`config.mk`:
```
export PLATFORM = sky130hd
export DESIGN_NAME = nfc_ctrl
export DESIGN_NICKNAME = d
export VERILOG_FILES = /design/src/nfc_pkg.sv /design/src/nfc_cycle.sv /design/src/nfc_ctrl.sv
export SDC_FILE = /design/constraint.sdc
export NUM_CORES = 1
export LEC_CHECK = 0
export ABC_AREA = 1
export BUFFER_PORTS_ARGS = -buffer_cell sky130_fd_sc_hd__buf_2
export CAP_MARGIN = 10
export CORE_MARGIN = 4
export CORE_UTILIZATION = 56
export DETAILED_ROUTE_END_ITERATION = 12
export GPL_TIMING_DRIVEN = 0
export MAX_ROUTING_LAYER = met4
export PLACE_DENSITY = 0.8
export SLEW_MARGIN = 15
export SYNTH_ARGS = -nofsm -noshare
export SYNTH_HDL_FRONTEND = slang
export SYNTH_HIERARCHICAL = 1
export SYNTH_SLANG_ARGS = --single-unit
```
`constraint.sdc`:
```
create_clock -name MCLK_IN -period 2.25 [get_ports MCLK_IN]
set_input_delay 0.45 -clock MCLK_IN [delete_from_list [all_inputs] [get_ports MCLK_IN]]
set_output_delay 0.45 -clock MCLK_IN [all_outputs]
set_load 0.1 [all_outputs]
```
`src/nfc_pkg.sv`:
```
// Package for the NOR flash command and protect controller
package nfc_pkg;
   // Register offsets (byte addresses, word aligned)
   localparam logic [3:0] REG_CTRL_OFF = 4'h0;
   localparam logic [3:0] REG_ADDR_OFF = 4'h4;
   localparam logic [3:0] REG_DATA_OFF = 4'h8;
   localparam logic [3:0] REG_STAT_OFF = 4'hC;
   // Control register fields
   localparam int CTRL_GO_BIT = 0;
   localparam int CTRL_CMD_LSB = 4;
   localparam int CTRL_TEMP_UNPROT_BIT = 8;
   // Command codes written into the control register
   localparam logic [2:0] OP_READ = 3'h0;
   localparam logic [2:0] OP_RESET = 3'h1;
   localparam logic [2:0] OP_ID_ENTER = 3'h2;
   localparam logic [2:0] OP_PROGRAM = 3'h3;
   localparam logic [2:0] OP_SECT_ERASE = 3'h4;
   localparam logic [2:0] OP_CHIP_ERASE = 3'h5;
   localparam logic [2:0] OP_RAW_WRITE = 3'h6;
   // Flash bus command bytes and unlock addresses
   localparam logic [7:0] FL_UNLOCK1 = 8'hAA;
   localparam logic [7:0] FL_UNLOCK2 = 8'h55;
   localparam logic [7:0] FL_ID_CMD = 8'h90;
   localparam logic [7:0] FL_PROG_CMD = 8'hA0;
   localparam logic [7:0] FL_ERASE_SETUP = 8'h80;
   localparam logic [7:0] FL_CHIP_ERASE = 8'h10;
   localparam logic [7:0] FL_SECT_ERASE = 8'h30;
   localparam logic [7:0] FL_RESET_CMD = 8'hF0;
   localparam logic [19:0] FL_ADDR_555 = 20'h00555;
   localparam logic [19:0] FL_ADDR_2AA = 20'h002AA;
   // Identifier readout word offsets
   localparam logic [19:0] ID_MAKER_OFF = 20'h00000;
   localparam logic [19:0] ID_DEVICE_OFF = 20'h00001;
   localparam logic [19:0] ID_PROT_OFF = 20'h00002;
   // Bus cycle phase length in clocks (100 ns each)
   localparam int PHASE_NS = 100;
   localparam int CLK_NS = 100;
   localparam logic [3:0] PHASE_CYC = 4'((PHASE_NS + CLK_NS - 1) / CLK_NS);
   localparam logic [31:0] CTRL_RESET = 32'h0000_0000;
   // Flash pin group
   typedef struct packed {
      logic ce_n;
      logic we_n;
      logic oe_n;
      logic [19:0] addr;
      logic [15:0] dq_out;
      logic dq_oe;
   } nfc_pins_t;
   // One flash bus cycle request to the cycle engine
   typedef struct packed {
      logic wr;
      logic [19:0] addr;
      logic [15:0] data;
   } nfc_cyc_t;
endpackage : nfc_pkg

```
`src/nfc_cycle.sv`:
```
// Single asynchronous flash bus cycle generator
`timescale 1ns/100ps
module nfc_cycle
(
   // Clock and reset
   input wire logic clk_in,
   input wire logic rst_in,
   // Request side
   input wire logic req_valid_in,
   input wire nfc_pkg::nfc_cyc_t req_in,
   output logic req_ready_out,
   output logic done_out,
   output logic [15:0] rdata_out,
   // Pins
   output nfc_pkg::nfc_pins_t pins_out,
   input wire logic [15:0] dq_in
);
   import nfc_pkg::*;
   typedef enum logic [1:0] {CY_IDLE = 2'b00, CY_SETUP = 2'b01, CY_STROBE = 2'b10,
                             CY_HOLD = 2'b11} nfc_cy_t;
   nfc_cy_t st_reg, st_next;
   nfc_cyc_t cur_reg, cur_next;
   logic [3:0] cnt_reg, cnt_next;
   logic [15:0] rd_reg, rd_next;
   nfc_pins_t pin_reg, pin_next;

   assign req_ready_out = (st_reg == CY_IDLE);
   assign done_out = (st_reg == CY_HOLD) && (cnt_reg == 4'h0);
   assign rdata_out = rd_reg;
   assign pins_out = pin_reg;

   // Next state: address first, then strobe, then release
   always_comb
   begin
      st_next = st_reg;
      cur_next = cur_reg;
      cnt_next = cnt_reg;
      rd_next = rd_reg;
      pin_next = pin_reg;
      unique case (st_reg)
         CY_IDLE:
         begin
            pin_next.ce_n = 1'b1;
            pin_next.we_n = 1'b1;
            pin_next.oe_n = 1'b1;
            pin_next.dq_oe = 1'b0;
            if (req_valid_in)
            begin
               cur_next = req_in;
               pin_next.addr = req_in.addr;
               pin_next.dq_out = req_in.data;
               pin_next.dq_oe = req_in.wr;
               cnt_next = PHASE_CYC;
               st_next = CY_SETUP;
            end
         end
         CY_SETUP:
         begin
            if (cnt_reg == 4'h1)
            begin
               // Write: ce and we low with oe high; read: oe low
               pin_next.ce_n = 1'b0;
               pin_next.we_n = !cur_reg.wr;
               pin_next.oe_n = cur_reg.wr;
               cnt_next = PHASE_CYC;
               st_next = CY_STROBE;
            end
            else
               cnt_next = cnt_reg - 4'h1;
         end
         CY_STROBE:
         begin
            if (cnt_reg == 4'h1)
            begin
               // Data stays on the pins past the we rising edge
               if (!cur_reg.wr)
                  rd_next = dq_in;
               pin_next.we_n = 1'b1;
               pin_next.oe_n = 1'b1;
               pin_next.ce_n = 1'b1;
               cnt_next = 4'h0;
               st_next = CY_HOLD;
            end
            else
               cnt_next = cnt_reg - 4'h1;
         end
         CY_HOLD:
         begin
            pin_next.dq_oe = 1'b0;
            st_next = CY_IDLE;
         end
         default:
            st_next = CY_IDLE;
      endcase
   end

   // Registers
   always_ff @(posedge clk_in)
   begin
      if (rst_in)
      begin
         st_reg <= CY_IDLE;
         cur_reg <= '0;
         cnt_reg <= 4'h0;
         rd_reg <= 16'h0000;
         pin_reg <= '{ce_n: 1'b1, we_n: 1'b1, oe_n: 1'b1, addr: 20'h00000,
                      dq_out: 16'h0000, dq_oe: 1'b0};
      end
      else
      begin
         st_reg <= st_next;
         cur_reg <= cur_next;
         cnt_reg <= cnt_next;
         rd_reg <= rd_next;
         pin_reg <= pin_next;
      end
   end

   // Write strobe only falls while chip select is low and outputs off
   a_write_qualify: assert property (@(posedge clk_in) disable iff (rst_in)
      !pin_reg.we_n |-> (!pin_reg.ce_n && pin_reg.oe_n))
      else $error("write strobe low without valid qualifiers");
   a_addr_stable: assert property (@(posedge clk_in) disable iff (rst_in)
      (!pin_reg.we_n && !pin_reg.ce_n) |=> $stable(pin_reg.addr) && $stable(pin_reg.dq_out))
      else $error("address or data moved during strobe");
   a_never_both: assert property (@(posedge clk_in) disable iff (rst_in)
      !(!pin_reg.we_n && !pin_reg.oe_n))
      else $error("write and output enable low together");
   c_write_cycle: cover property (@(posedge clk_in) disable iff (rst_in)
      $fell(pin_reg.we_n));
   c_read_cycle: cover property (@(posedge clk_in) disable iff (rst_in)
      $fell(pin_reg.oe_n));
endmodule : nfc_cycle

```
`src/nfc_ctrl.sv`:
```
// Host controller issuing command sequences to a parallel NOR flash
`timescale 1ns/100ps
module nfc_ctrl
(
   // Clock and reset
   input wire logic MCLK_IN,
   input wire logic RST_IN,
   // Avalon-MM slave
   input wire logic [3:0] AVS_ADDRESS_IN,
   input wire logic AVS_READ_IN,
   input wire logic AVS_WRITE_IN,
   input wire logic [31:0] AVS_WRITEDATA_IN,
   output logic [31:0] AVS_READDATA_OUT,
   output logic AVS_WAITREQUEST_OUT,
   // Flash pins
   output logic FL_CE_N_OUT,
   output logic FL_WE_N_OUT,
   output logic FL_OE_N_OUT,
   output logic FL_RESET_N_OUT,
   output logic FL_RESET_ELEV_OUT,
   output logic [19:0] FL_ADDR_OUT,
   output logic [15:0] FL_DQ_OUT,
   output logic FL_DQ_OE_OUT,
   input wire logic [15:0] FL_DQ_IN
);
   import nfc_pkg::*;
   typedef enum logic [1:0] {NF_IDLE = 2'b00, NF_ISSUE = 2'b01, NF_WAIT = 2'b10}
      nfc_st_t;
   nfc_st_t st_reg, st_next;
   logic [2:0] op_reg, op_next;
   logic [2:0] step_reg, step_next;
   logic [19:0] addr_reg, addr_next;
   logic [15:0] data_reg, data_next;
   logic [15:0] rdata_reg, rdata_next;
   logic tun_reg, tun_next;
   logic err_reg, err_next;
   logic id_mode_reg, id_mode_next;
   logic done_reg, done_next;
   logic rd_ack_reg, rd_ack_next;
   logic [31:0] rdd_next;
   logic [31:0] rd_mux;
   logic busy;
   logic cyc_valid, cyc_ready, cyc_done;
   logic [15:0] cyc_rdata;
   nfc_cyc_t cyc_req;
   nfc_pins_t pins;

   // Number of flash bus cycles in each command sequence
   function automatic logic [2:0] seq_len(input logic [2:0] op);
      unique case (op)
         OP_READ, OP_RESET, OP_RAW_WRITE: seq_len = 3'h1;
         OP_ID_ENTER: seq_len = 3'h3;
         OP_PROGRAM: seq_len = 3'h4;
         OP_SECT_ERASE, OP_CHIP_ERASE: seq_len = 3'h6;
         default: seq_len = 3'h1;
      endcase
   endfunction : seq_len

   // Unlock pattern shared by all multi-cycle sequences
   function automatic nfc_cyc_t unlock_cyc(input logic [2:0] idx);
      unlock_cyc.wr = 1'b1;
      unlock_cyc.addr = idx[0] ? FL_ADDR_2AA : FL_ADDR_555;
      unlock_cyc.data = {8'h00, idx[0] ? FL_UNLOCK2 : FL_UNLOCK1};
   endfunction : unlock_cyc

   // Stall CTRL writes while busy; one wait state on every read
   assign busy = (st_reg != NF_IDLE);
   assign AVS_WAITREQUEST_OUT = (AVS_WRITE_IN && busy && (AVS_ADDRESS_IN == REG_CTRL_OFF))
                                || (AVS_READ_IN && !rd_ack_reg);

   // Cycle contents for the current step of the sequence
   always_comb
   begin
      cyc_req = unlock_cyc(step_reg);
      unique case (op_reg)
         OP_READ:
         begin
            cyc_req.wr = 1'b0; // Identifier reads land on low lane
            cyc_req.addr = addr_reg; // Sector address in upper bits
         end
         OP_RESET:
         begin
            cyc_req.addr = addr_reg; // Address is don't care
            cyc_req.data = {8'h00, FL_RESET_CMD};
         end
         OP_RAW_WRITE:
         begin
            cyc_req.addr = addr_reg;
            cyc_req.data = data_reg;
         end
         OP_ID_ENTER:
            if (step_reg == 3'h2)
               cyc_req.data = {8'h00, FL_ID_CMD}; // In-system entry
         OP_PROGRAM:
            if (step_reg == 3'h2)
               cyc_req.data = {8'h00, FL_PROG_CMD};
            else if (step_reg == 3'h3)
            begin
               cyc_req.addr = addr_reg;
               cyc_req.data = data_reg;
            end
         default:
            if (step_reg == 3'h2)
               cyc_req.data = {8'h00, FL_ERASE_SETUP};
            else if (step_reg == 3'h3)
               cyc_req = unlock_cyc(3'h0);
            else if (step_reg == 3'h4)
               cyc_req = unlock_cyc(3'h1);
            else if (step_reg == 3'h5)
            begin
               cyc_req.addr = (op_reg == OP_SECT_ERASE) ? addr_reg : FL_ADDR_555;
               cyc_req.data = {8'h00, (op_reg == OP_SECT_ERASE) ? FL_SECT_ERASE
                                                               : FL_CHIP_ERASE};
            end
      endcase
   end

   assign cyc_valid = (st_reg == NF_ISSUE);

   // Sequencer and register file next values
   always_comb
   begin
      st_next = st_reg;
      op_next = op_reg;
      step_next = step_reg;
      addr_next = addr_reg;
      data_next = data_reg;
      rdata_next = rdata_reg;
      tun_next = tun_reg;
      err_next = err_reg;
      id_mode_next = id_mode_reg;
      done_next = done_reg;
      if (AVS_WRITE_IN && !AVS_WAITREQUEST_OUT)
      begin
         unique case (AVS_ADDRESS_IN)
            REG_ADDR_OFF: addr_next = AVS_WRITEDATA_IN[19:0];
            REG_DATA_OFF: data_next = AVS_WRITEDATA_IN[15:0];
            REG_CTRL_OFF:
            begin
               // Elevated reset level held only while bit is set
               tun_next = AVS_WRITEDATA_IN[CTRL_TEMP_UNPROT_BIT];
               if (AVS_WRITEDATA_IN[CTRL_GO_BIT])
               begin
                  op_next = AVS_WRITEDATA_IN[CTRL_CMD_LSB +: 3]; // No unprotect op
                  step_next = 3'h0;
                  done_next = 1'b0;
                  st_next = NF_ISSUE;
               end
            end
            REG_STAT_OFF: done_next = 1'b0;
            default: ;
         endcase
      end
      unique case (st_reg)
         NF_IDLE: ;
         NF_ISSUE:
            if (cyc_ready)
               st_next = NF_WAIT;
         NF_WAIT:
            if (cyc_done)
            begin
               if (op_reg == OP_READ)
               begin
                  rdata_next = cyc_rdata;
                  // Time-limit error flag seen while polling
                  if (!id_mode_reg && cyc_rdata[5])
                     err_next = 1'b1;
               end
               if (step_reg == seq_len(op_reg) - 3'h1)
               begin
                  st_next = NF_IDLE;
                  done_next = 1'b1;
                  if (op_reg == OP_ID_ENTER)
                     id_mode_next = 1'b1; // Persists across reads
                  if (op_reg == OP_RESET)
                  begin
                     id_mode_next = 1'b0; // Reset leaves identifier mode
                     err_next = 1'b0; // Reset answers the error flag
                  end
               end
               else
               begin
                  step_next = step_reg + 3'h1;
                  st_next = NF_ISSUE;
               end
            end
         default: st_next = NF_IDLE;
      endcase
   end

   // Register file readback
   always_comb
   begin
      unique case (AVS_ADDRESS_IN)
         REG_CTRL_OFF: rd_mux = {23'h0, tun_reg, 1'b0, op_reg, 4'h0};
         REG_ADDR_OFF: rd_mux = {12'h000, addr_reg};
         REG_DATA_OFF: rd_mux = {16'h0000, rdata_reg};
         REG_STAT_OFF: rd_mux = {28'h0, id_mode_reg, err_reg, done_reg, busy};
         default: rd_mux = 32'h0000_0000;
      endcase
      // Capture on the first read cycle, answer on the second
      rd_ack_next = AVS_READ_IN && !rd_ack_reg;
      rdd_next = AVS_READDATA_OUT;
      if (AVS_READ_IN && !rd_ack_reg)
         rdd_next = rd_mux;
   end

   // Registers
   always_ff @(posedge MCLK_IN)
   begin
      if (RST_IN)
      begin
         st_reg <= NF_IDLE;
         op_reg <= OP_READ;
         step_reg <= 3'h0;
         addr_reg <= 20'h00000;
         data_reg <= 16'h0000;
         rdata_reg <= 16'h0000;
         tun_reg <= 1'b0;
         err_reg <= 1'b0;
         id_mode_reg <= 1'b0;
         done_reg <= 1'b0;
         AVS_READDATA_OUT <= CTRL_RESET;
         rd_ack_reg <= 1'b0;
      end
      else
      begin
         st_reg <= st_next;
         op_reg <= op_next;
         step_reg <= step_next;
         addr_reg <= addr_next;
         data_reg <= data_next;
         rdata_reg <= rdata_next;
         tun_reg <= tun_next;
         err_reg <= err_next;
         id_mode_reg <= id_mode_next;
         done_reg <= done_next;
         AVS_READDATA_OUT <= rdd_next;
         rd_ack_reg <= rd_ack_next;
      end
   end

   // Bus cycle engine
   nfc_cycle u_cycle
   (
      .clk_in(MCLK_IN),
      .rst_in(RST_IN),
      .req_valid_in(cyc_valid),
      .req_in(cyc_req),
      .req_ready_out(cyc_ready),
      .done_out(cyc_done),
      .rdata_out(cyc_rdata),
      .pins_out(pins),
      .dq_in(FL_DQ_IN)
   );

   assign FL_CE_N_OUT = pins.ce_n;
   assign FL_WE_N_OUT = pins.we_n;
   assign FL_OE_N_OUT = pins.oe_n;
   assign FL_ADDR_OUT = pins.addr; // Logic levels only, never elevated
   assign FL_DQ_OUT = pins.dq_out;
   assign FL_DQ_OE_OUT = pins.dq_oe;
   assign FL_RESET_N_OUT = 1'b1;
   assign FL_RESET_ELEV_OUT = tun_reg;

   a_busy_stall: assert property (@(posedge MCLK_IN) disable iff (RST_IN)
      busy |=> $stable(op_reg))
      else $error("command accepted while a sequence runs");
   a_reset_exit: assert property (@(posedge MCLK_IN) disable iff (RST_IN)
      (st_reg == NF_WAIT && cyc_done && op_reg == OP_RESET) |=> !id_mode_reg && !err_reg)
      else $error("reset command did not clear modes");
   a_id_entry: assert property (@(posedge MCLK_IN) disable iff (RST_IN)
      (st_reg == NF_WAIT && cyc_done && op_reg == OP_ID_ENTER && step_reg == 3'h2)
      |=> id_mode_reg && done_reg)
      else $error("identifier mode not recorded");
   a_unlock_first: assert property (@(posedge MCLK_IN) disable iff (RST_IN)
      (cyc_valid && op_reg == OP_PROGRAM && step_reg == 3'h0)
      |-> cyc_req.data[7:0] == FL_UNLOCK1 && cyc_req.addr == FL_ADDR_555)
      else $error("sequence does not open with first unlock");
   a_elev_follow: assert property (@(posedge MCLK_IN) disable iff (RST_IN)
      (AVS_WRITE_IN && !AVS_WAITREQUEST_OUT && AVS_ADDRESS_IN == REG_CTRL_OFF)
      |=> FL_RESET_ELEV_OUT == $past(AVS_WRITEDATA_IN[CTRL_TEMP_UNPROT_BIT]))
      else $error("elevated reset level out of step");
   c_prog: cover property (@(posedge MCLK_IN) disable iff (RST_IN)
      op_reg == OP_PROGRAM && done_reg);
   c_id: cover property (@(posedge MCLK_IN) disable iff (RST_IN) $rose(id_mode_reg));
   c_err: cover property (@(posedge MCLK_IN) disable iff (RST_IN) $rose(err_reg));
endmodule : nfc_ctrl

```
==> run metrics <==
remaining global-route overflow=0; P per Cell Area=688.0 nW/µm²; CP dominant cell by count=buf_2; IR drop worst, VDD=0.4385 mV; wire length per cell=between 10 and 15 µm; Hold EP=addr_reg[19]; share of Yosys cell area claimed by the top area cell type=0.4096; Clock Path Buffers=2; Initial DRT Pass Iterations=5; fmax=0.4536 GHz; layout cells sized above 1=0.1867; Area Growth Syn to Fin=19.25%; min Tclk post-route=around 2.2 ns; CORE AREA=12620 µm²; switching share of power=0.2662; top cell family by delay on the critical path=buffers and inverters; min-delay src=AVS_WRITEDATA_IN[19]; TritonCTS clock tree=yes; Fillers=between 1000 and 1500; top_reg_cell synth=dfxtp_1; Num CTS Buffers=17; crit path setup slack, layout=0.04538 ns; Post-Syn Instances=1067; worst reg-to-reg setup slack=roughly 0.15 ns; CTS root buf=clkbuf_16; logic gate share of total power=0.113; kind of critical path=reg -> out; clk slew on worst S/H paths=0.05 ns; final setup fails=0; clock sink count=148; Sequential Power Share=0.453; max FFs per register=40; Synth Cell Area=roughly 7200 µm²; DR vias=7073; asr flop ratio synth=0; CP Capture Type=output pin; synthesized flop and latch total=148; CP startpoint kind=flop; Worst path max stage delay=0.44 ns; CP Max Fanout=9; Initial Utilization=0.5732; Avg Cell Area, Syn=6.779 µm²; largest net degree at the start of global routing=17; top cells by area, synth=dfxtp_1, nand2_1, nor2_1, o21ai_0, inv_1; synth warn=6; Ports=131; LEAKAGE=3.934 nW; clock network power share=0.434; die width=121.7 µm; sequential share of the synthesized area=0.4096; maxcap violations=0; Worst path slowest cell=buf_2; WL final=roughly 20000 µm; WP data required=about 1.8 ns; Buf+Inv Stages, Crit Path=2; Slew Limit Fails=0; Die Y-Extent=121.7 µm; final period utilization=0.9798; Internal Power=4.354 mW; status=completed; Worst Reg-to-Reg Cells=13; largest area contributor in the netlist=dfxtp_1; die area=14800 µm²; RSZ-0062 raised after global routing=false; row cnt=41; vias in the first global route=between 6000 and 7000; WHS Path Cells=3; NetSw=1.580 mW; I/O Buffers=105; startpoint of the worst register-to-register path=op_reg[1]; post-synth cell types=41; DPL Wire Length=14810 µm; Cell Chain, Critical Path=or2_2, buf_2, nand2_4, buf_2; cts-stage hold buffer count=0; Hold Fails Final Rpt=0; DRC violations left=0; slew margin rel.=0.6080; post-route ant nets=0; clk_lat worst skew=0.43 ns; Place WS=-0.06775 ns; TNS Setup=0 ns; initial drt markers=roughly 410; Nets=1277; Worst-Margin Slew=0.5880 ns; gpl congestion=0.9398; WP data arrival=1.75 ns; Total GRT Usage=0.2714; global-route wire length before repair=30860 µm; clk_skew=roughly 0.010 ns; Via-to-Cell Ratio=5.092; htree depth=4; initial antenna violation count=1; Post-synth EDFFs=0; RR Endpoint=u_cycle/pins_out[22]; Hold Path Class=in -> reg
-- metal layers --
metal / track usage / vias up / wire (µm)
met5: - / - / 0
met4: 0.1036 / 0 / 563
met3: 0.05292 / 49 / 1376
met2: 0.4342 / 277 / 9043
met1: 0.3411 / 3100 / 8528
li1: - / 3647 / -
-- synthesized netlist by cell type (3+ instances only) --
library cell	number
a21oi_1	57
nand2_2	5
nand4_1	7
ha_1	14
nor2_4	4
clkbuf_1	16
buf_4	18
o21ai_0	75
clkinv_1	4
buf_6	3
nand3_1	59
dfxtp_1	148
o21ai_1	25
nand2_1	239
nor2_1	219
inv_1	90
nor2_2	4
nand2_4	4
o211ai_1	13
nand3_2	4
buf_2	17
o22ai_1	8
inv_2	12
-- layout by cell type, fill, tap and decap left out, types with 12 or more instances in the layout --
master / n
clkbuf_1: 18
buf_4: 22
o21ai_1: 25
buf_2: 121
clkbuf_16: 17
dfxtp_1: 147
inv_1: 90
a21oi_1: 57
nand3_1: 59
o211ai_1: 13
conb_1: 13
inv_2: 12
o21ai_0: 75
nand2_1: 238
ha_1: 13
nor2_1: 218
-- through the flow --
| step | hold slack, ns | util | instances | power (mW) | instance area (µm²) |
|---|---|---|---|---|---|
| CTS | 0.2442 | 0.6786 | 1384 | 5.937 | 8563 |
| detailed placement | 0.4496 | 0.6351 | 1355 | 3.405 | 8015 |
| global route | 0.2672 | 0.6835 | 1389 | 6.115 | 8626 |
| floorplan | 0.4301 | - | 1078 | 3.249 | 7274 |
| finish | 0.2521 | 0.6835 | 1389 | 5.934 | 8626 |
| global placement | 0.4390 | 0.6351 | 1355 | 3.395 | 8015 |
-- worst min-delay path, delay by kind of cell --
| family | cells | cell delay (ns) |
|---|---|---|
| simple gates | 2 | 0.12 |
| buf+inv | 1 | 0.07 |
-- power groups by stage --
stage	Sequential [mW]	Clock, mW	Combinational [mW]
2_1_floorplan	2.84	0	0.411
3_3_place_gp	2.74	0	0.655
3_5_place_dp	2.74	0	0.663
4_1_cts	2.69	2.58	0.667
5_1_grt	2.69	2.69	0.731
6_report	2.69	2.57	0.673
-- worst max path at each step --
stage / from / to / slack, ns / cells after the start
3_5_place_dp: u_cycle/st_reg[1] / rdata_reg[14] / -0.07 / 9
5_1_grt: op_reg[1] / u_cycle/pins_out[22] / 0.01 / 13
6_report: rd_ack_reg / AVS_WAITREQUEST_OUT / 0.05 / 4
4_1_cts: rd_ack_reg / AVS_WAITREQUEST_OUT / 0.04 / 4
2_1_floorplan: step_reg[1] / u_cycle/pins_out[28] / 0.43 / 9
3_3_place_gp: u_cycle/st_reg[1] / rdata_reg[12] / -0.07 / 9
-- cell type report --
cell class	count	area (µm²)	share of cell area
repair buffers	109	555.5	0.06440
diodes	1	2.502	0.0002901
well taps	172	215.2	0.02495
clock buffers	24	501.7	0.05817
flip-flops and latches	148	2964	0.3436
multi-input cells	767	3620	0.4196
plain buffers	56	325.3	0.03771
clock inverters	4	25.02	0.002901
inverters	108	416.7	0.04830
-- what timing repair did --
| action | in CTS | in global routing |
|---|---|---|
| pin swaps | 1 | 2 |
| buffers inserted | 0 | 4 |
| cloned | 1 | 0 |
| resized for setup | 3 | 9 |
| endpoints found under the setup margin | 16 | 29 |
| hold endpoints to repair | 0 | 0 |
-- logic make-up after synthesis --
| group | after synthesis | share of synthesized area |
|---|---|---|
| buffers and inverters | 164 | 0.1012 |
| adders and majority gates | 14 | 0.02422 |
| AOI/OAI and AO/OA | 183 | 0.1375 |
| other | 2 | 0.001038 |
| and+or+nand+nor | 556 | 0.3264 |
| DFF | 148 | 0.4096 |
Power figures use the tool's default switching activity.
